File: config.mk
export PLATFORM = sky130hd
export DESIGN_NAME = putk_top
export DESIGN_NICKNAME = d
export VERILOG_FILES = /design/src/verilog/putk_pkg.sv /design/src/verilog/putk_sync.sv /design/src/verilog/putk_buf2.sv /design/src/verilog/putk_top.sv
export SDC_FILE = /design/constraint.sdc
export NUM_CORES = 1
export LEC_CHECK = 0
export ABC_CLOCK_PERIOD_IN_PS = 2900
export CAP_MARGIN = 10
export CORE_AREA = 8 8 172 158
export CTS_CLUSTER_DIAMETER = 40
export DETAILED_ROUTE_END_ITERATION = 7
export DIE_AREA = 0 0 180 166
export DONT_BUFFER_PORTS = 1
export PLACE_DENSITY_LB_ADDON = 0.25
export SETUP_SLACK_MARGIN = 0.05
export SYNTH_ARGS = -nofsm -noshare
export SYNTH_HDL_FRONTEND = slang
export SYNTH_SLANG_ARGS = --single-unit
File: constraint.sdc
create_clock -name mclk_i -period 2.9 [get_ports mclk_i]
set_input_delay 0.58 -clock mclk_i [delete_from_list [all_inputs] [get_ports mclk_i]]
set_output_delay 0.58 -clock mclk_i [all_outputs]
set_load 0.03 [all_outputs]
File: src/verilog/putk_pkg.sv
/*
 * Shared constants for the pattern-unlock timekeeper access sequencer.
 * Assumes a single 200 MHz clock domain and active-low asynchronous reset.
 */
`default_nettype none
package putk_pkg;
    // ************************************************************
    // Key and transfer geometry
    // ************************************************************
    localparam int unsigned KEY_BITS   = 64;                 // Bits in the unlock key.
    localparam int unsigned XFER_BITS  = 64;                 // Bits in one transfer phase.
    localparam int unsigned REG_COUNT  = 8;                  // Time registers.
    localparam int unsigned REG_WIDTH  = 8;                  // Bits per time register.
    localparam int unsigned DAY_REG    = 4;                  // Index of the day register.
    localparam int unsigned RST_EN_BIT = 4;                  // Abort-pin ignore bit in day reg.
    localparam logic [63:0] UNLOCK_KEY = 64'h5CA3_3AC5_5CA3_3AC5; // First byte in low bits.

    // ************************************************************
    // Reset values
    // ************************************************************
    localparam logic [5:0]  PTR_RESET   = 6'h00;              // Pointer after reset.
    localparam logic [63:0] TIME_RESET  = 64'h0000_0000_0000_0000; // Time image after reset.

    // ************************************************************
    // Sequencer states, Gray coded from idle through match to transfer
    // ************************************************************
    typedef enum logic [1:0] {
        PUTK_IDLE  = 2'b00,   // Waiting for the opening read.
        PUTK_MATCH = 2'b01,   // Comparing key bits.
        PUTK_XFER  = 2'b11,   // Time-register transfer.
        PUTK_DEAD  = 2'b10    // Mismatch seen, writes ignored.
    } putk_state_e;
endpackage
`default_nettype wire

File: src/verilog/putk_sync.sv
/*
 * Two-flop synchroniser, one per bit through a generate loop.
 * Assumes inputs are asynchronous to mclk_i.
 */
`timescale 1ns/1ps
`default_nettype none
module putk_sync #(
    parameter int unsigned      WIDTH     = 1,
    parameter logic [WIDTH-1:0] RESET_VAL = '0   // Idle level of each input.
) (
    // Clock and reset.
    input  wire logic             mclk_i,
    input  wire logic             resetn_i,
    // Data.
    input  wire logic [WIDTH-1:0] async_i,
    output logic      [WIDTH-1:0] sync_o
);
    // ************************************************************
    // Synchroniser stages
    // ************************************************************
    genvar g;
    generate
        for (g = 0; g < WIDTH; g++) begin : g_bit
            logic meta_q;   // First stage, read only by the second.
            logic sync_q;   // Second stage.
            // Both stages start at the input's idle level, so no false edge follows reset.
            always_ff @(posedge mclk_i or negedge resetn_i) begin
                if (!resetn_i) begin
                    meta_q <= RESET_VAL[g];
                    sync_q <= RESET_VAL[g];
                end else begin
                    meta_q <= async_i[g];
                    sync_q <= meta_q;
                end
            end
            assign sync_o[g] = sync_q;
        end
    endgenerate
endmodule
`default_nettype wire

File: src/verilog/putk_buf2.sv
/*
 * Two-entry valid/ready buffer carrying serial output bits.
 * Assumes one clock; the drain side may stall at will.
 */
`timescale 1ns/1ps
`default_nettype none
module putk_buf2 #(
    parameter int unsigned WIDTH = 1
) (
    // Clock and reset.
    input  wire logic             mclk_i,
    input  wire logic             resetn_i,
    // Fill side.
    input  wire logic             in_valid_i,
    output logic                  in_ready_o,
    input  wire logic [WIDTH-1:0] in_data_i,
    // Drain side.
    output logic                  out_valid_o,
    input  wire logic             out_ready_i,
    output logic      [WIDTH-1:0] out_data_o,
    // Flush.
    input  wire logic             flush_i
);
    // ************************************************************
    // Storage
    // ************************************************************
    logic [WIDTH-1:0] ent_q [2];      // Entry 0 is the head.
    logic [WIDTH-1:0] ent_d [2];
    logic [1:0]       cnt_q, cnt_d;   // Entries held.

    assign in_ready_o  = (cnt_q != 2'd2);
    assign out_valid_o = (cnt_q != 2'd0);
    assign out_data_o  = ent_q[0];

    // Next entries and count from push and pop.
    always_comb begin
        logic push;
        logic pop;
        push     = in_valid_i && in_ready_o;
        pop      = out_valid_o && out_ready_i;
        ent_d[0] = ent_q[0];
        ent_d[1] = ent_q[1];
        cnt_d    = cnt_q;
        if (pop) begin
            ent_d[0] = ent_q[1];
        end
        if (push) begin
            if (cnt_q == 2'd0 || (cnt_q == 2'd1 && pop)) begin
                ent_d[0] = in_data_i;
            end else begin
                ent_d[cnt_q[0] ? 1 : 0] = in_data_i;
            end
        end
        cnt_d = cnt_q + {1'b0, push} - {1'b0, pop};
        if (flush_i) begin
            cnt_d = 2'd0;
        end
    end

    // Register the buffer state.
    always_ff @(posedge mclk_i or negedge resetn_i) begin
        if (!resetn_i) begin
            ent_q[0] <= '0;
            ent_q[1] <= '0;
            cnt_q    <= 2'd0;
        end else begin
            ent_q <= ent_d;
            cnt_q <= cnt_d;
        end
    end
endmodule
`default_nettype wire

File: src/verilog/putk_top.sv
/*
 * Access sequencer and memory-select gating for a pattern-unlocked timekeeper.
 * Assumes bus strobes arrive asynchronously and are sampled on mclk_i;
 * the time image is held here and exposed to the counting logic outside.
 */
// What this block does
// - Selected read restarts key pointer at bit zero.
// - Key is C5 3A A3 5C twice.
// - Matching write advances pointer, awaits next.
// - Mismatch freezes pointer, ignores writes until read.
// - Read during recognition aborts, resets pointer.
// - Before unlock, memory select follows chip select.
// - Unlocked: 64 transfer cycles, memory select high.
// - Transfer write captures bit; read drives bit.
// - Deselected cycles leave pointer and count alone.
// - Key writes never alter time registers.
// - Normal supply, idle: select tracks chip select.
// - Mode input picks RAM or ROM behaviour.
// - RAM mode power fail forces select high.
// - Power fail aborts transfer, refuses access.
// - ROM mode power fail forces select low.
// - ROM mode keeps same abort and protection.
// - Power-fail comparator level reaches control logic.
// - Transfers step bit0 reg0 to bit7 reg7.
// - Abort pin honoured only when day bit clear.
`timescale 1ns/1ps
`default_nettype none
module putk_top (
    // Clock and reset.
    input  wire logic        mclk_i,
    input  wire logic        resetn_i,
    // Host bus strobes and abort, all active low, and serial data, from pins.
    input  wire logic        chip_select_in_n_i,
    input  wire logic        output_gate_n_i,
    input  wire logic        write_enable_n_i,
    input  wire logic        serial_in_i,
    input  wire logic        abort_n_i,
    // Supply supervision and mode, from pins.
    input  wire logic        power_fail_i,
    input  wire logic        rom_mode_i,
    // Memory select and serial output.
    output logic             memory_select_out_n_o,
    output logic             serial_out_o,
    output logic             serial_out_oe_o,
    // Serial read stream through the buffer.
    output logic             rd_bit_valid_o,
    input  wire logic        rd_bit_ready_i,
    output logic             rd_bit_o,
    // Time image and status.
    input  wire logic [63:0] time_load_i,
    output logic      [63:0] time_image_o,
    output logic             time_update_o,
    output logic             unlocked_o
);
    // ************************************************************
    // Input synchronisers
    // ************************************************************
    logic [6:0] pins_s;   // Synchronised pin levels.
    // Reset levels match the idle pins: strobes and abort high, the rest low.
    putk_sync #(.WIDTH(7), .RESET_VAL(7'h74)) u_sync (
        .mclk_i   (mclk_i),
        .resetn_i (resetn_i),
        .async_i  ({chip_select_in_n_i, output_gate_n_i, write_enable_n_i,
                    serial_in_i, abort_n_i, power_fail_i, rom_mode_i}),
        .sync_o   (pins_s)
    );

    logic cs_n_s;    // Chip select, synchronised.
    logic oe_n_s;    // Output gate, synchronised.
    logic we_n_s;    // Write enable, synchronised.
    logic din_s;     // Serial input, synchronised.
    logic abort_n_s; // Abort pin, synchronised.
    logic pfail_s;   // Power fail, synchronised.
    logic rom_s;     // Mode select, synchronised.
    assign {cs_n_s, oe_n_s, we_n_s, din_s, abort_n_s, pfail_s, rom_s} = pins_s;

    // ************************************************************
    // Bus cycle detection
    // ************************************************************
    logic rd_act;     // Read strobe combination active.
    logic wr_act;     // Write strobe combination active.
    logic rd_prev_q;  // Read active last cycle.
    logic wr_prev_q;  // Write active last cycle.
    logic rd_start;   // One-cycle pulse at a read's start.
    logic wr_start;   // One-cycle pulse at a write's start.

    // Only cycles with chip select count; others pass untouched.
    assign rd_act   = !cs_n_s && !oe_n_s && we_n_s;
    assign wr_act   = !cs_n_s && !we_n_s;
    assign rd_start = rd_act && !rd_prev_q;
    assign wr_start = wr_act && !wr_prev_q;

    // Registers the previous strobe levels for edge detection.
    always_ff @(posedge mclk_i or negedge resetn_i) begin
        if (!resetn_i) begin
            rd_prev_q <= 1'b0;
            wr_prev_q <= 1'b0;
        end else begin
            rd_prev_q <= rd_act;
            wr_prev_q <= wr_act;
        end
    end

    // ************************************************************
    // Sequencer
    // ************************************************************
    putk_pkg::putk_state_e state_q, state_d;   // Sequencer state.
    logic [5:0]            ptr_q,   ptr_d;     // Key or transfer bit index.
    logic [63:0]           shadow_q, shadow_d; // Incoming transfer bits.
    logic                  upd_q,   upd_d;     // Commit pulse.
    logic                  abort_ok;           // Abort pin honoured.
    logic                  push_v;             // Push a read bit.
    logic                  buf_ready;          // Buffer can take a bit.
    logic [63:0]           time_q,  time_d;    // Time image.

    // Abort pin only counts while the ignore bit in the day register is 0.
    assign abort_ok = !abort_n_s
        && !time_q[putk_pkg::DAY_REG*putk_pkg::REG_WIDTH + putk_pkg::RST_EN_BIT];

    // Computes the next state, pointer and captured bits.
    always_comb begin
        state_d  = state_q;
        ptr_d    = ptr_q;
        shadow_d = shadow_q;
        upd_d    = 1'b0;
        push_v   = 1'b0;
        if (pfail_s) begin
            // Supply low: drop any attempt, refuse access until it clears.
            state_d = putk_pkg::PUTK_IDLE;
            ptr_d   = putk_pkg::PTR_RESET;
        end else if (abort_ok && state_q == putk_pkg::PUTK_XFER) begin
            // Abort pin ends the transfer, time image untouched.
            state_d = putk_pkg::PUTK_IDLE;
            ptr_d   = putk_pkg::PTR_RESET;
        end else begin
            unique case (state_q)
                putk_pkg::PUTK_IDLE, putk_pkg::PUTK_MATCH, putk_pkg::PUTK_DEAD: begin
                    if (rd_start) begin
                        // Any read restarts recognition from bit zero.
                        state_d = putk_pkg::PUTK_MATCH;
                        ptr_d   = putk_pkg::PTR_RESET;
                    end else if (wr_start && state_q == putk_pkg::PUTK_MATCH) begin
                        if (din_s == putk_pkg::UNLOCK_KEY[ptr_q]) begin
                            // Match: step on; full key opens the transfer.
                            ptr_d = ptr_q + 6'h01;
                            if (ptr_q == 6'h3F) begin
                                state_d = putk_pkg::PUTK_XFER;
                            end
                        end else begin
                            // Mismatch: hold pointer and ignore writes.
                            state_d = putk_pkg::PUTK_DEAD;
                        end
                    end
                end
                putk_pkg::PUTK_XFER: begin
                    if ((wr_start || rd_start) && (wr_start || buf_ready)) begin
                        if (wr_start) begin
                            shadow_d[ptr_q] = din_s;
                        end else begin
                            push_v = 1'b1;
                        end
                        ptr_d = ptr_q + 6'h01;
                        if (ptr_q == 6'h3F) begin
                            // Last transfer: relock; if it is a write, commit written bits.
                            state_d = putk_pkg::PUTK_IDLE;
                            upd_d   = wr_start;
                        end
                    end
                end
            endcase
        end
    end

    // Time image reloads time_load_i each cycle; a completed write transfer overrides it, key writes never do.
    always_comb begin
        time_d = time_load_i;
        if (upd_q) begin
            time_d = shadow_q;
        end
    end

    // Registers the sequencer and image.
    always_ff @(posedge mclk_i or negedge resetn_i) begin
        if (!resetn_i) begin
            state_q  <= putk_pkg::PUTK_IDLE;
            ptr_q    <= putk_pkg::PTR_RESET;
            shadow_q <= putk_pkg::TIME_RESET;
            upd_q    <= 1'b0;
            time_q   <= putk_pkg::TIME_RESET;
        end else begin
            state_q  <= state_d;
            ptr_q    <= ptr_d;
            shadow_q <= shadow_d;
            upd_q    <= upd_d;
            time_q   <= time_d;
        end
    end

    // ************************************************************
    // Read bit buffer
    // ************************************************************
    logic flush;   // Drop queued bits on abort.
    assign flush = pfail_s || abort_ok;

    putk_buf2 #(.WIDTH(1)) u_buf (
        .mclk_i      (mclk_i),
        .resetn_i    (resetn_i),
        .in_valid_i  (push_v),
        .in_ready_o  (buf_ready),
        .in_data_i   (time_q[ptr_q]),
        .out_valid_o (rd_bit_valid_o),
        .out_ready_i (rd_bit_ready_i),
        .out_data_o  (rd_bit_o),
        .flush_i     (flush)
    );

    // ************************************************************
    // Outputs
    // ************************************************************
    logic cso_q,  cso_d;  // Memory select, registered.
    logic dq_q,   dq_d;   // Serial output bit.
    logic doe_q,  doe_d;  // Serial output enable.
    logic hold_q, hold_d; // Cycle begun in the transfer phase still selected.

    // Computes the memory select and serial pin drive.
    always_comb begin
        // The cycle that ends the phase stays a transfer until chip select drops,
        // so the memory is never selected part way through it.
        hold_d = !cs_n_s && (hold_q || state_q == putk_pkg::PUTK_XFER);
        dq_d   = dq_q;
        doe_d  = ((state_q == putk_pkg::PUTK_XFER) || hold_q) && rd_act && !pfail_s;
        if (push_v) begin
            dq_d = time_q[ptr_q];
        end
        if (pfail_s) begin
            // ROM mode drives low, RAM mode protects with high.
            cso_d = rom_s ? 1'b0 : 1'b1;
        end else if (state_q == putk_pkg::PUTK_XFER || hold_q) begin
            cso_d = 1'b1;
        end else begin
            cso_d = cs_n_s;
        end
    end

    // Registers the pin drive.
    always_ff @(posedge mclk_i or negedge resetn_i) begin
        if (!resetn_i) begin
            cso_q  <= 1'b1;
            dq_q   <= 1'b0;
            doe_q  <= 1'b0;
            hold_q <= 1'b0;
        end else begin
            cso_q  <= cso_d;
            dq_q   <= dq_d;
            doe_q  <= doe_d;
            hold_q <= hold_d;
        end
    end

    assign memory_select_out_n_o = cso_q;
    assign serial_out_o          = dq_q;
    assign serial_out_oe_o       = doe_q;
    assign time_image_o          = time_q;
    assign time_update_o         = upd_q;
    assign unlocked_o            = (state_q == putk_pkg::PUTK_XFER);
endmodule
`default_nettype wire

### After elaboration in Yosys (flattened, before gate mapping)

Memories as Yosys holds them, arrays and structs flattened.
Cells that the tools add are included.

| word-level totals | value |
|---|---|
| memories | 1 |
| output and inout port bits | 71 |
| bits in registers | 161 |
| logic and storage cells | 135 |
| input bits | 74 |
| bits in read-only memories | 64 |

Memory list:

| memory | depth | width | read ports | clocked after memory_dff | write ports | line | source |
|---|---|---|---|---|---|---|---|
| (no name shown) | 64 | 1 | 1 | 0 | 0 | putk_top.sv:143 | `if (din_s == putk_pkg::UNLOCK_KEY[ptr_q]) begin` |

| cells by class | value |
|---|---|
| equal/unequal tests | 12 |
| bitwise operators | 4 |
| reductions and logical operators | 38 |
| add/sub/neg operators | 3 |
| muxes and demuxes | 45 |
| magnitude comparators | 4 |

Operator list:

| cell | count |
|---|---|
| 64-bit bitwise mux | 1 |
| 64-bit 2-to-1 mux | 1 |
| 6-bit 2-to-1 mux | 6 |
| 32-bit by 2-bit greater-or-equal comparator with 1-bit output (second input constant) | 1 |
| 32-bit by 1-bit < comparator with 1-bit output (second input constant) | 1 |
| 32-bit inverter | 1 |
| 1-bit 2-to-1 mux | 21 |
| 2-bit 2-to-1 mux | 10 |
| 1-bit logical AND | 17 |
| 6-bit one-hot mux with 2 select lines | 1 |
| 5-bit by 4-bit != test with 1-bit output (second input constant) | 2 |
| 1-bit zero test | 8 |
| 4-bit by 1-bit != test with 1-bit output (second input constant) | 2 |
| 6-bit by 7-bit < comparator with 1-bit output (second input constant) | 1 |
| 6-bit by 1-bit adder with 6-bit output (second input constant) | 1 |
| 1-bit binary-select mux with 6-bit select | 1 |
| 1-bit demux with 6-bit select | 1 |
| 6-bit equality test (second input constant) | 1 |
| 6-bit by 1-bit greater-or-equal comparator with 1-bit output (second input constant) | 1 |
| 6-bit by 5-bit != test with 1-bit output (second input constant) | 1 |
| 1-bit logical OR | 5 |
| 5-bit AND reduction | 1 |
| 2-bit by 1-bit equality test with 1-bit output (second input constant) | 2 |
| 2-bit equality test (second input constant) | 2 |
| 14 further kinds | 17 |

### Logic depth before layout (Yosys ltp)

Gate-level depths: netlist (run 1).

| depth | value |
|---|---|
| depth after elaboration | 14 |
| mapped depth | 8 |
| depth with buffers taken out | 8 |

### Modules after synthesis

A second synthesis (run 1) with hierarchy kept.

| second synthesis, totals | value |
|---|---|
| cells, all modules | 576 |
| area total of the unflattened synthesis | 7325.8 um^2 |

By module, submodules not included:

| module | sequential area each (um^2) | times used | cells an instance | area an instance (um^2) |
|---|---|---|---|---|
| putk_top | 3579.7 | 1 | 532 | 6671.4 |
| putk_sync | 360.3 | 1 | 21 | 412.9 |
| putk_buf2 | 100.1 | 1 | 23 | 241.5 |

### Least setup slack after synthesis (run 1)

Ideal clock, no wire load.

| timing path | value |
|---|---|
| path type | flip-flop to flip-flop |
| from | register time_q[36], in the netlist time_image_o[36] |
| to | register u_buf.cnt_q[1] |
| buffers on the path | 1 |
| stages on the path, launching flop included | 9 |
| library setup time | 0.136 ns |
| data required time | 2.764 ns |
| period minus slack after synthesis | 1.938 ns |
| slack | 0.962 ns |
| data arrival time | 1.802 ns |
| cell sequence | dfrtp_1 -> nor2_1 -> nor3_2 -> and3_1 -> clkbuf_1 -> ha_1 -> xor2_1 -> xnor2_1 -> nor3_1 |

| between the ends | value |
|---|---|
| longest elaborated chain between the ends | 9 |
| elaborated cells on any way between the ends | 10 |
| those cells by class | 2 x add/sub; 3 x mux; 5 x reduce/logical |

Ends and longest elaborated chain:

| item | line | source |
|---|---|---|
| from (decl) | putk_top.sv:114 | `logic [63:0] time_q, time_d;` |
| from (signal assigned) | putk_top.sv:189 | `time_q <= putk_pkg::TIME_RESET;` |
| from (signal assigned) | putk_top.sv:195 | `time_q <= time_d;` |
| 1-bit zero test (*) | putk_top.sv:118 | `&& !time_q[putk_pkg::DAY_REG*putk_pkg::REG_WIDTH + putk_pkg::RST_EN_BIT];` |
| 1-bit logical AND (*) | putk_top.sv:118 |  |
| 1-bit logical AND | putk_top.sv:131 | `end else if (abort_ok && state_q == putk_pkg::PUTK_XFER) begin` |
| 1-bit 2-to-1 mux | putk_top.sv:131 |  |
| 1-bit 2-to-1 mux | putk_top.sv:127 | `if (pfail_s) begin` |
| 1-bit logical AND | putk_buf2.sv:39 | `push = in_valid_i && in_ready_o;` |
| 2-bit by 1-bit adder with 2-bit output | putk_buf2.sv:54 | `cnt_d = cnt_q + {1'b0, push} - {1'b0, pop};` |
| 2-bit by 1-bit subtractor with 2-bit output | putk_buf2.sv:54 |  |
| 2-bit 2-to-1 mux (*) | putk_buf2.sv:55 | `if (flush_i) begin` |
| named net u_buf.cnt_d[1] | putk_buf2.sv:29 | `logic [1:0] cnt_q, cnt_d;` |
| to (signal assigned) | putk_buf2.sv:68 | `cnt_q <= cnt_d;` |
| to (decl) | putk_buf2.sv:29 |  |

Mark *: on every way through the listed nets, which the timed path passes. The rest lies on a longest branch.
A chain may end at the register's enable or synchronous reset.

### Worst setup path in the final report (run 1)

| timing path | value |
|---|---|
| from | register ptr_q[0] |
| to | register dq_q, in the netlist serial_out_o |

| between the ends | value |
|---|---|
| longest elaborated chain between the ends | 2 |

Ends and longest elaborated chain:

| item | line | source |
|---|---|---|
| from (decl) | putk_top.sv:108 | `logic [5:0] ptr_q, ptr_d;` |
| from (signal assigned) | putk_top.sv:186 | `ptr_q <= putk_pkg::PTR_RESET;` |
| from (signal assigned) | putk_top.sv:192 | `ptr_q <= ptr_d;` |
| 1-bit binary-select mux with 6-bit select | putk_top.sv:233 | `dq_d = time_q[ptr_q];` |
| 1-bit 2-to-1 mux (implied by the code) | putk_top.sv:233 |  |
| to (signal assigned) | putk_top.sv:254 | `dq_q <= dq_d;` |
| to (decl) | putk_top.sv:221 | `logic dq_q, dq_d;` |

Every way passes these cells. The select of a mux whose other input is x is not followed.

==> results of run 1 <==
[layout make-up]
class | count | area (um^2) | share of cell area
repair buffers | 6 | 57.6 | 0.00714
multi-input cells | 360 | 2960 | 0.367
flip-flops and latches | 161 | 4050 | 0.502
well taps | 313 | 392 | 0.0486
clock inverters | 12 | 121 | 0.0151
clock buffers | 20 | 457 | 0.0567
diodes | 2 | 5.00 | 0.000621
inverters | 5 | 18.8 | 0.00233
[kinds of logic (layout without fill, tap and decap cells)]
logic type	Yosys count	after routing	share of synthesized area
multiplexers	168	168	0.265
flip-flops	161	161	0.565
AND/OR/NAND/NOR	152	152	0.107
AO/OA/AOI/OAI	34	34	0.0334
buffers and inverters	34	43	0.0210
adder cells (fa/ha/maj)	3	3	0.00525
XOR/XNOR	3	3	0.00368
other	0	2	0
[power by group through the flow]
stage          Combinational (W)  Clock (W)  Sequential, W
6_report                0.000710    0.00221        0.00262
5_1_grt                 0.000776    0.00237        0.00264
4_1_cts                 0.000719    0.00228        0.00262
3_5_place_dp            0.000717          0        0.00266
3_3_place_gp            0.000700          0        0.00266
2_1_floorplan           0.000591          0        0.00257
[per-stage QoR]
step,worst slack (ns),cells,hold slack (ns),utilization
finish,0.366,879,-0.146,0.330
detailed placement,0.367,845,0.291,0.306
CTS,0.334,877,-0.170,0.330
floorplan,0.962,555,0.284,-
global placement,0.416,845,0.291,0.306
global route,0.232,878,-0.185,0.330
[state kept, by name, summed over array words and instances, names as in the netlist]
register and count:
u_sync.g_bit.sync_q 7, u_sync.g_bit.meta_q 7, time_update_o 1, serial_out_o 1
ptr_q 6, u_buf.out_data_o 1, serial_out_oe_o 1, u_buf.ent_q 1
rd_prev_q 1, hold_q 1, wr_prev_q 1, time_image_o 64
memory_select_out_n_o 1, state_q 2, u_buf.cnt_q 2, shadow_q 64
[critical path, stage by stage, from the launching register on]
cell and delay (ns):
dfrtp_2 0.57, buf_12 0.26, mux2i_1 0.27, o22ai_1 0.11, o21ai_1 0.28, nand4_1 0.15, or3_4 0.44, mux2_4 0.27
[path summary, 6_finish.rpt]
| check | start | end | slack, ns |
|---|---|---|---|
| max | ptr_q[0] | serial_out_o | 0.37 |
| min | resetn_i | u_sync.g_bit[0].meta_q | -0.15 |
| max reg2reg | ptr_q[0] | serial_out_o | 0.37 |
| min reg2reg | u_sync.g_bit[3].meta_q | u_sync.g_bit[3].sync_q | 0.34 |
| max in group asynchronous | resetn_i | u_sync.g_bit[3].sync_q | 2.67 |
| min in group mclk_i | chip_select_in_n_i | u_sync.g_bit[6].meta_q | 0.15 |
[routing by layer]
| metal | vias up | wire [um] | GRT usage |
|---|---|---|---|
| li1 | 1959 | - | - |
| met1 | 2275 | 9070 | 0.173 |
| met2 | 127 | 10400 | 0.236 |
| met3 | 28 | 1630 | 0.0652 |
| met4 | 14 | 237 | 0.0377 |
| met5 | - | 91 | 0 |
[layout by cell type (no fill, tap or decap), types with 3 or more instances in the layout]
cell,count
dfstp_2,9
nand2_1,49
nand3_1,11
and2_1,3
mux2i_1,33
nor2_4,4
nand2b_1,7
clkbuf_16,17
nor3_1,4
inv_6,3
inv_1,5
nor3b_1,5
a21oi_1,3
nor2_1,43
nand4_1,3
or2_2,4
and3_1,4
a22oi_1,9
buf_4,5
mux2_2,128
mux2_1,3
ha_1,3
o22ai_1,6
dfrtp_1,149
==> results.py, run 1 <==
metrics = {
    "layout": {
        "drive_above_1_share": 0.346,
        "final_area_um2": 8060,
        "nFillCells": 2364,
        "fin_nets": 628,
        "area_delta_synth_final_pct": 12.7,
    },
    "place": {
        "place_congestion": 0.759,
        "dp_hpwl_um": 15500,
        "place_area_um2": 7470,
        "io_buffer_count": 0,
    },
    "critical_path": {
        "worstPathRequired_ns": 3.21,
        "arrival_ns": 2.84,
        "crit_fanout": 30,
        "worstSetupPathType": "flip-flop to flip-flop",
        "start_kind": "flip-flop",
        "crit_path_end_kind": "flip-flop",
        "rr_worst_depth": 7,
    },
    "clock_network": {
        "cts_tree": "built",
        "cts_buffer_depth": 2,
        "clk_pin_slew_ns": 0.07,
        "clkLatencyLatePin_ns": 0.43,
        "ctsResizeCount": 0,
        "clock-sinks": 161,
        "post_cts_buffers": 0,
        "htree_levels": 4,
        "cts_root_buf": "clkbuf_16",
        "numCtsBuffers": 17,
    },
    "min_path": {
        "min_path_type": "input port to asynchronous set/reset pin",
    },
    "logic_synthesis": {
        "synth.distinct_cells": 52,
        "synth-seq-cells": 161,
        "synth_most_common_cell": "dfrtp_1",
        "synthTopCellsByArea": "dfrtp_1 53%, mux2_2 20%, mux2i_1 4.6%",
        "syn_area_um2": 7150,
        "synth_edf_count": 0,
        "syn-num-nets": 632,
        "synthCells": 555,
        "async_flop_share": 1.00,
        "synth_common_cells": "152 x dfrtp_1, 128 x mux2_2, 49 x nand2_1, 43 x nor2_1, 33 x mux2i_1",
        "yosysWarnings": 0,
        "yosysTopAreaCell": "dfrtp_1",
        "synth_ff_type": "dfrtp_1",
        "synth.yosys.seq_area_share": 0.565,
        "avgSynthCellArea_um2": 12.9,
        "yosys.area.top_type_share": 0.532,
    },
    "power": {
        "power_switching_share": 0.291,
        "ir_drop_uv": 355,
        "p_int_w": 0.00393,
        "power_leakage_nw": 3.51,
        "p_clk_frac": 0.400,
        "power_w": 0.00554,
        "pwr-share-seq": 0.472,
        "power_density_nw_per_um2": 688,
        "p_sw_w": 0.00161,
        "pwr-share-comb": 0.128,
    },
    "grt": {
        "antenna_found_initial": 9,
        "grt-ovfl-total": 0,
        "grt_pass1_vias": 4825,
        "grt_use_total": 0.145,
        "grt_pass1_wl_um": 32300,
        "grt_max_degree": 162,
    },
    "die": {
        "core-area_um2": 24400,
        "die_y_um": 166,
        "initial_core_util": 0.293,
        "die_x_um": 180,
        "die_area_um2": 29900,
        "core.rowCount": 55,
        "io_pins": 145,
    },
    "flow_run": {
        "drv_cap": 0,
    },
    "sta": {
        "hold_ws_ns": -0.146,
        "fin_skew_ns": 0.0128,
        "max_freq_mhz": 395,
        "period_needed_ns": 2.53,
        "fin_setup_tns_ns": 0,
        "slew_viol_final": 0,
        "rsz0062_at_grt": "no",
        "period_share": 0.874,
        "tightest_slew_ns": 0.654,
        "setup_viol": 0,
        "slew_headroom": 0.564,
        "finalHoldViolCount": 152,
    },
    "routing": {
        "wl_per_cell_um": 24.3,
        "vias": 4403,
        "drt_first_pass_iters": 5,
        "drtIter0Drc": 298,
        "drc": 0,
        "detail-route-antenna-nets": 0,
        "wl_um": 21400,
        "post_drt_via_cell_ratio": 5.01,
    },
    "run_status": {
        "failed_checks": "negative hold slack",
        "outcome": "complete, but fails checks",
    },
}
Power figures use the tool's default switching activity.
==> inputs of run 2 (changes only) <==
CORE_AREA = 5 5 169 155   (was 8 8 172 158)
DIE_AREA = 0 0 174 160   (was 0 0 180 166)
==> results.py, run 2 (synthesis results as in run 1) <==
metrics = {
    "run_status": {
        "outcome": "complete, but fails checks",
        "failed_checks": "negative hold slack",
    },
    "layout": {
        "fin_cells": 875,
        "final_cell_mix": "150 x dfrtp_1, 128 x mux2_2, 49 x nand2_1",
        "drive_above_1_share": 0.343,
        "layout_commonest_cell": "dfrtp_1",
        "register_area_um2": 4050,
        "area_delta_synth_final_pct": 12.6,
        "multi_input_area_um2": 2960,
        "fin_util": 0.335,
        "nFillCells": 2388,
        "fin_nets": 629,
    },
    "critical_path": {
        "start_kind": "flip-flop",
        "worstPathRequired_ns": 3.20,
        "rr_worst_depth": 7,
        "arrival_ns": 2.82,
        "crit_path_end_kind": "flip-flop",
        "crit_fanout": 15,
        "r2r_slack_ns": 0.39,
        "worstSetupPathType": "flip-flop to flip-flop",
    },
    "clock_network": {
        "clock-sinks": 161,
        "cts_root_buf": "clkbuf_16",
        "clkLatencyLatePin_ns": 0.43,
        "post_cts_buffers": 0,
        "clk_pin_slew_ns": 0.06,
        "cts_tree": "built",
        "htree_levels": 4,
        "numCtsBuffers": 17,
        "ctsResizeCount": 0,
        "cts_buffer_depth": 2,
    },
    "sta": {
        "rsz0062_at_grt": "no",
        "period_share": 0.867,
        "slew_headroom": 0.547,
        "finalHoldViolCount": 152,
        "hold_ws_ns": -0.143,
        "slew_viol_final": 0,
        "tightest_slew_ns": 0.678,
        "max_freq_mhz": 398,
        "period_needed_ns": 2.51,
        "fin_skew_ns": 0.00870,
        "fin_setup_tns_ns": 0,
        "setup_viol": 0,
    },
    "min_path": {
        "min_path_type": "input port to asynchronous set/reset pin",
    },
    "grt": {
        "grt-ovfl-total": 0,
        "grt_use_total": 0.148,
        "grt_max_degree": 162,
        "antenna_found_initial": 8,
        "grt_pass1_wl_um": 30800,
        "grt_pass1_vias": 4665,
    },
    "die": {
        "die_area_um2": 27800,
        "core.rowCount": 54,
        "initial_core_util": 0.297,
        "io_pins": 145,
        "die_y_um": 160,
        "core-area_um2": 24100,
        "die_x_um": 174,
    },
    "power": {
        "power_density_nw_per_um2": 682,
        "ir_drop_uv": 363,
        "power_w": 0.00549,
        "power_leakage_nw": 3.52,
    },
    "place": {
        "io_buffer_count": 0,
        "dp_hpwl_um": 14800,
        "place_congestion": 0.788,
        "dp_cells": 841,
    },
    "routing": {
        "wl_um": 20400,
        "drc": 0,
        "wl_per_cell_um": 23.3,
        "drt_first_pass_iters": 4,
        "post_drt_via_cell_ratio": 5.01,
        "detail-route-antenna-nets": 0,
        "drtIter0Drc": 263,
        "vias": 4381,
    },
    "flow_run": {
        "drv_cap": 0,
    },
}
## run 2: power breakdown
| group | switching, W | total [W] | internal [W] |
|---|---|---|---|
| Combinational | 0.000342 | 0.000659 | 0.000317 |
| Sequential | 0.000275 | 0.00263 | 0.00236 |
| Clock | 0.000953 | 0.00220 | 0.00125 |
## run 2: worst paths after layout
kind / endpoint / startpoint
worst max-delay path: u_buf.ent_q[0] / ptr_q[0]
worst min-delay path: time_image_o[14] / resetn_i
min in group mclk_i: u_sync.g_bit[4].meta_q / write_enable_n_i
max in group asynchronous: shadow_q[15] / resetn_i
worst min register to register: u_sync.g_bit[2].sync_q / u_sync.g_bit[2].meta_q
worst max register to register: u_buf.ent_q[0] / ptr_q[0]
## run 2: area by class of cell
cell class,instances,area share
clock buffer,20,0.0567
sequential,161,0.502
tap,308,0.0479
multi-input combinational,360,0.368
timing repair buffer,7,0.00653
antenna,2,0.000622
clock inverter,12,0.0160
inverter,5,0.00233
## run 2: layer usage
layer	part of all wire	wire length (um)	GRT usage
met5	0.0030	61	0
met2	0.48	9690	0.233
met4	0.015	310	0.0471
met3	0.083	1700	0.0622
met1	0.42	8610	0.185
## run 2: stage by stage
| step | worst slack, ns | instance area (um^2) |
|---|---|---|
| final | 0.386 | 8050 |
| after floorplan | 0.962 | 7150 |
| after CTS | 0.350 | 8050 |
| after detailed placement | 0.367 | 7460 |
| after global routing | 0.237 | 8050 |
| after global placement | 0.409 | 7460 |
## run 2: critical path, stage by stage (launching register included)
cell     delay, ns
dfrtp_2       0.68
buf_4         0.36
mux2i_1       0.27
a22oi_1       0.10
nand3_1       0.14
nand4_1       0.11
or3_4         0.45
mux2_2        0.28
==> inputs of run 3 (changes only) <==
ABC_CLOCK_PERIOD_IN_PS = 3150   (was 2900)
clock period = 3.15 ns   (was 2.9 ns; I/O delays follow)
==> results.py, run 3 (synthesis results as in run 1) <==
metrics = {
    "run_status": {
        "outcome": "complete, but fails checks",
        "failed_checks": "negative hold slack",
    },
    "clock_network": {
        "post_cts_buffers": 0,
        "clk_pin_slew_ns": 0.06,
        "numCtsBuffers": 17,
        "cts_tree": "built",
        "clkLatencyLatePin_ns": 0.42,
        "ctsResizeCount": 0,
        "cts_root_buf": "clkbuf_16",
        "htree_levels": 4,
        "cts_buffer_depth": 2,
        "clock-sinks": 161,
    },
    "layout": {
        "area_delta_synth_final_pct": 12.7,
        "fin_util": 0.335,
        "fin_nets": 627,
        "nFillCells": 2376,
        "drive_above_1_share": 0.345,
        "layout_commonest_cell": "dfrtp_1",
        "final_cell_mix": "150 x dfrtp_1, 128 x mux2_2, 49 x nand2_1",
    },
    "routing": {
        "drc": 0,
        "post_drt_via_cell_ratio": 4.98,
        "drtIter0Drc": 248,
        "wl_per_cell_um": 23.7,
        "vias": 4346,
        "wl_um": 20700,
        "detail-route-antenna-nets": 0,
        "drt_first_pass_iters": 4,
    },
    "critical_path": {
        "arrival_ns": 2.69,
        "worstPathRequired_ns": 3.45,
        "start_kind": "flip-flop",
        "crit_path_end_kind": "flip-flop",
        "r2r_slack_ns": 0.76,
        "crit_fanout": 15,
        "worstSetupPathType": "flip-flop to flip-flop",
    },
    "die": {
        "die_area_um2": 27800,
        "core.rowCount": 54,
        "die_x_um": 174,
        "io_pins": 145,
        "die_y_um": 160,
        "core-area_um2": 24100,
        "initial_core_util": 0.297,
    },
    "grt": {
        "grt_max_degree": 162,
        "grt-ovfl-total": 0,
        "grt_pass1_wl_um": 31000,
        "antenna_found_initial": 11,
        "grt_pass1_vias": 4649,
        "grt_use_total": 0.149,
    },
    "min_path": {
        "min_path_type": "input port to asynchronous set/reset pin",
    },
    "sta": {
        "setup_viol": 0,
        "slew_headroom": 0.325,
        "finalHoldViolCount": 146,
        "period_share": 0.759,
        "max_freq_mhz": 418,
        "fin_skew_ns": 0.00961,
        "rsz0062_at_grt": "no",
        "fin_setup_tns_ns": 0,
        "period_needed_ns": 2.39,
        "slew_viol_final": 0,
        "hold_ws_ns": -0.0944,
        "tightest_slew_ns": 1.01,
    },
    "place": {
        "dp_hpwl_um": 14900,
        "place_congestion": 0.800,
        "io_buffer_count": 0,
    },
    "power": {
        "ir_drop_uv": 388,
        "power_density_nw_per_um2": 632,
        "power_leakage_nw": 3.52,
    },
    "flow_run": {
        "drv_cap": 0,
    },
}
-- run 3: worst max-delay path, stage by stage (launching register included) --
cell and delay [ns]:
dfrtp_2 0.66, buf_4 0.35, mux2i_1 0.23, a22oi_1 0.11, nand3_1 0.13, nand4_1 0.09
or3_4 0.43, mux2_2 0.27
-- run 3: path summary, 6_finish.rpt --
check                                        from                     end  cells after the start
setup / recovery                         ptr_q[0]          u_buf.ent_q[0]                      7
hold / removal                           resetn_i  u_sync.g_bit[3].meta_q                      0
setup reg to reg                         ptr_q[0]          u_buf.ent_q[0]                      7
hold reg to reg            u_sync.g_bit[6].meta_q  u_sync.g_bit[6].sync_q                      0
max in group asynchronous                resetn_i        time_image_o[16]                      0
min in group mclk_i              write_enable_n_i  u_sync.g_bit[4].meta_q                      0
-- run 3: area by class of cell --
cell class              count  area, um^2  share of cell area
repair buffers              5        37.5             0.00466
inverters                   5        18.8             0.00233
flip-flops and latches    161        4050               0.502
diodes                      2        5.00            0.000621
well taps                 308         385              0.0478
multi-input cells         360        2960               0.367
clock inverters            11         123              0.0152
clock buffers              21         480              0.0597
-- run 3: power breakdown --
| part | internal, W | total, W | switching, W |
|---|---|---|---|
| Sequential | 0.00217 | 0.00242 | 0.000255 |
| Combinational | 0.000292 | 0.000589 | 0.000297 |
| Clock | 0.00119 | 0.00208 | 0.000887 |
| Total | 0.00365 | 0.00509 | 0.00144 |
-- run 3: stage by stage --
stage | total power [W] | instance area (um^2) | cells | setup WS, ns
6_report | 0.00509 | 8050 | 873 | 0.758
5_1_grt | 0.00530 | 8050 | 873 | 0.630
4_1_cts | 0.00516 | 8050 | 871 | 0.761
3_5_place_dp | 0.00306 | 7450 | 839 | 0.775
3_3_place_gp | 0.00303 | 7450 | 839 | 0.790
2_1_floorplan | 0.00291 | 7150 | 555 | 1.21
-- run 3: per-layer routing --
| layer | vias to the layer above | routed length (um) | global-route usage | share of wire |
|---|---|---|---|---|
| li1 | 1956 | - | - | - |
| met1 | 2221 | 8130 | 0.174 | 0.39 |
| met2 | 127 | 10000 | 0.242 | 0.49 |
| met3 | 26 | 2160 | 0.0792 | 0.10 |
| met4 | 16 | 254 | 0.0399 | 0.012 |
| met5 | - | 85 | 0 | 0.0041 |
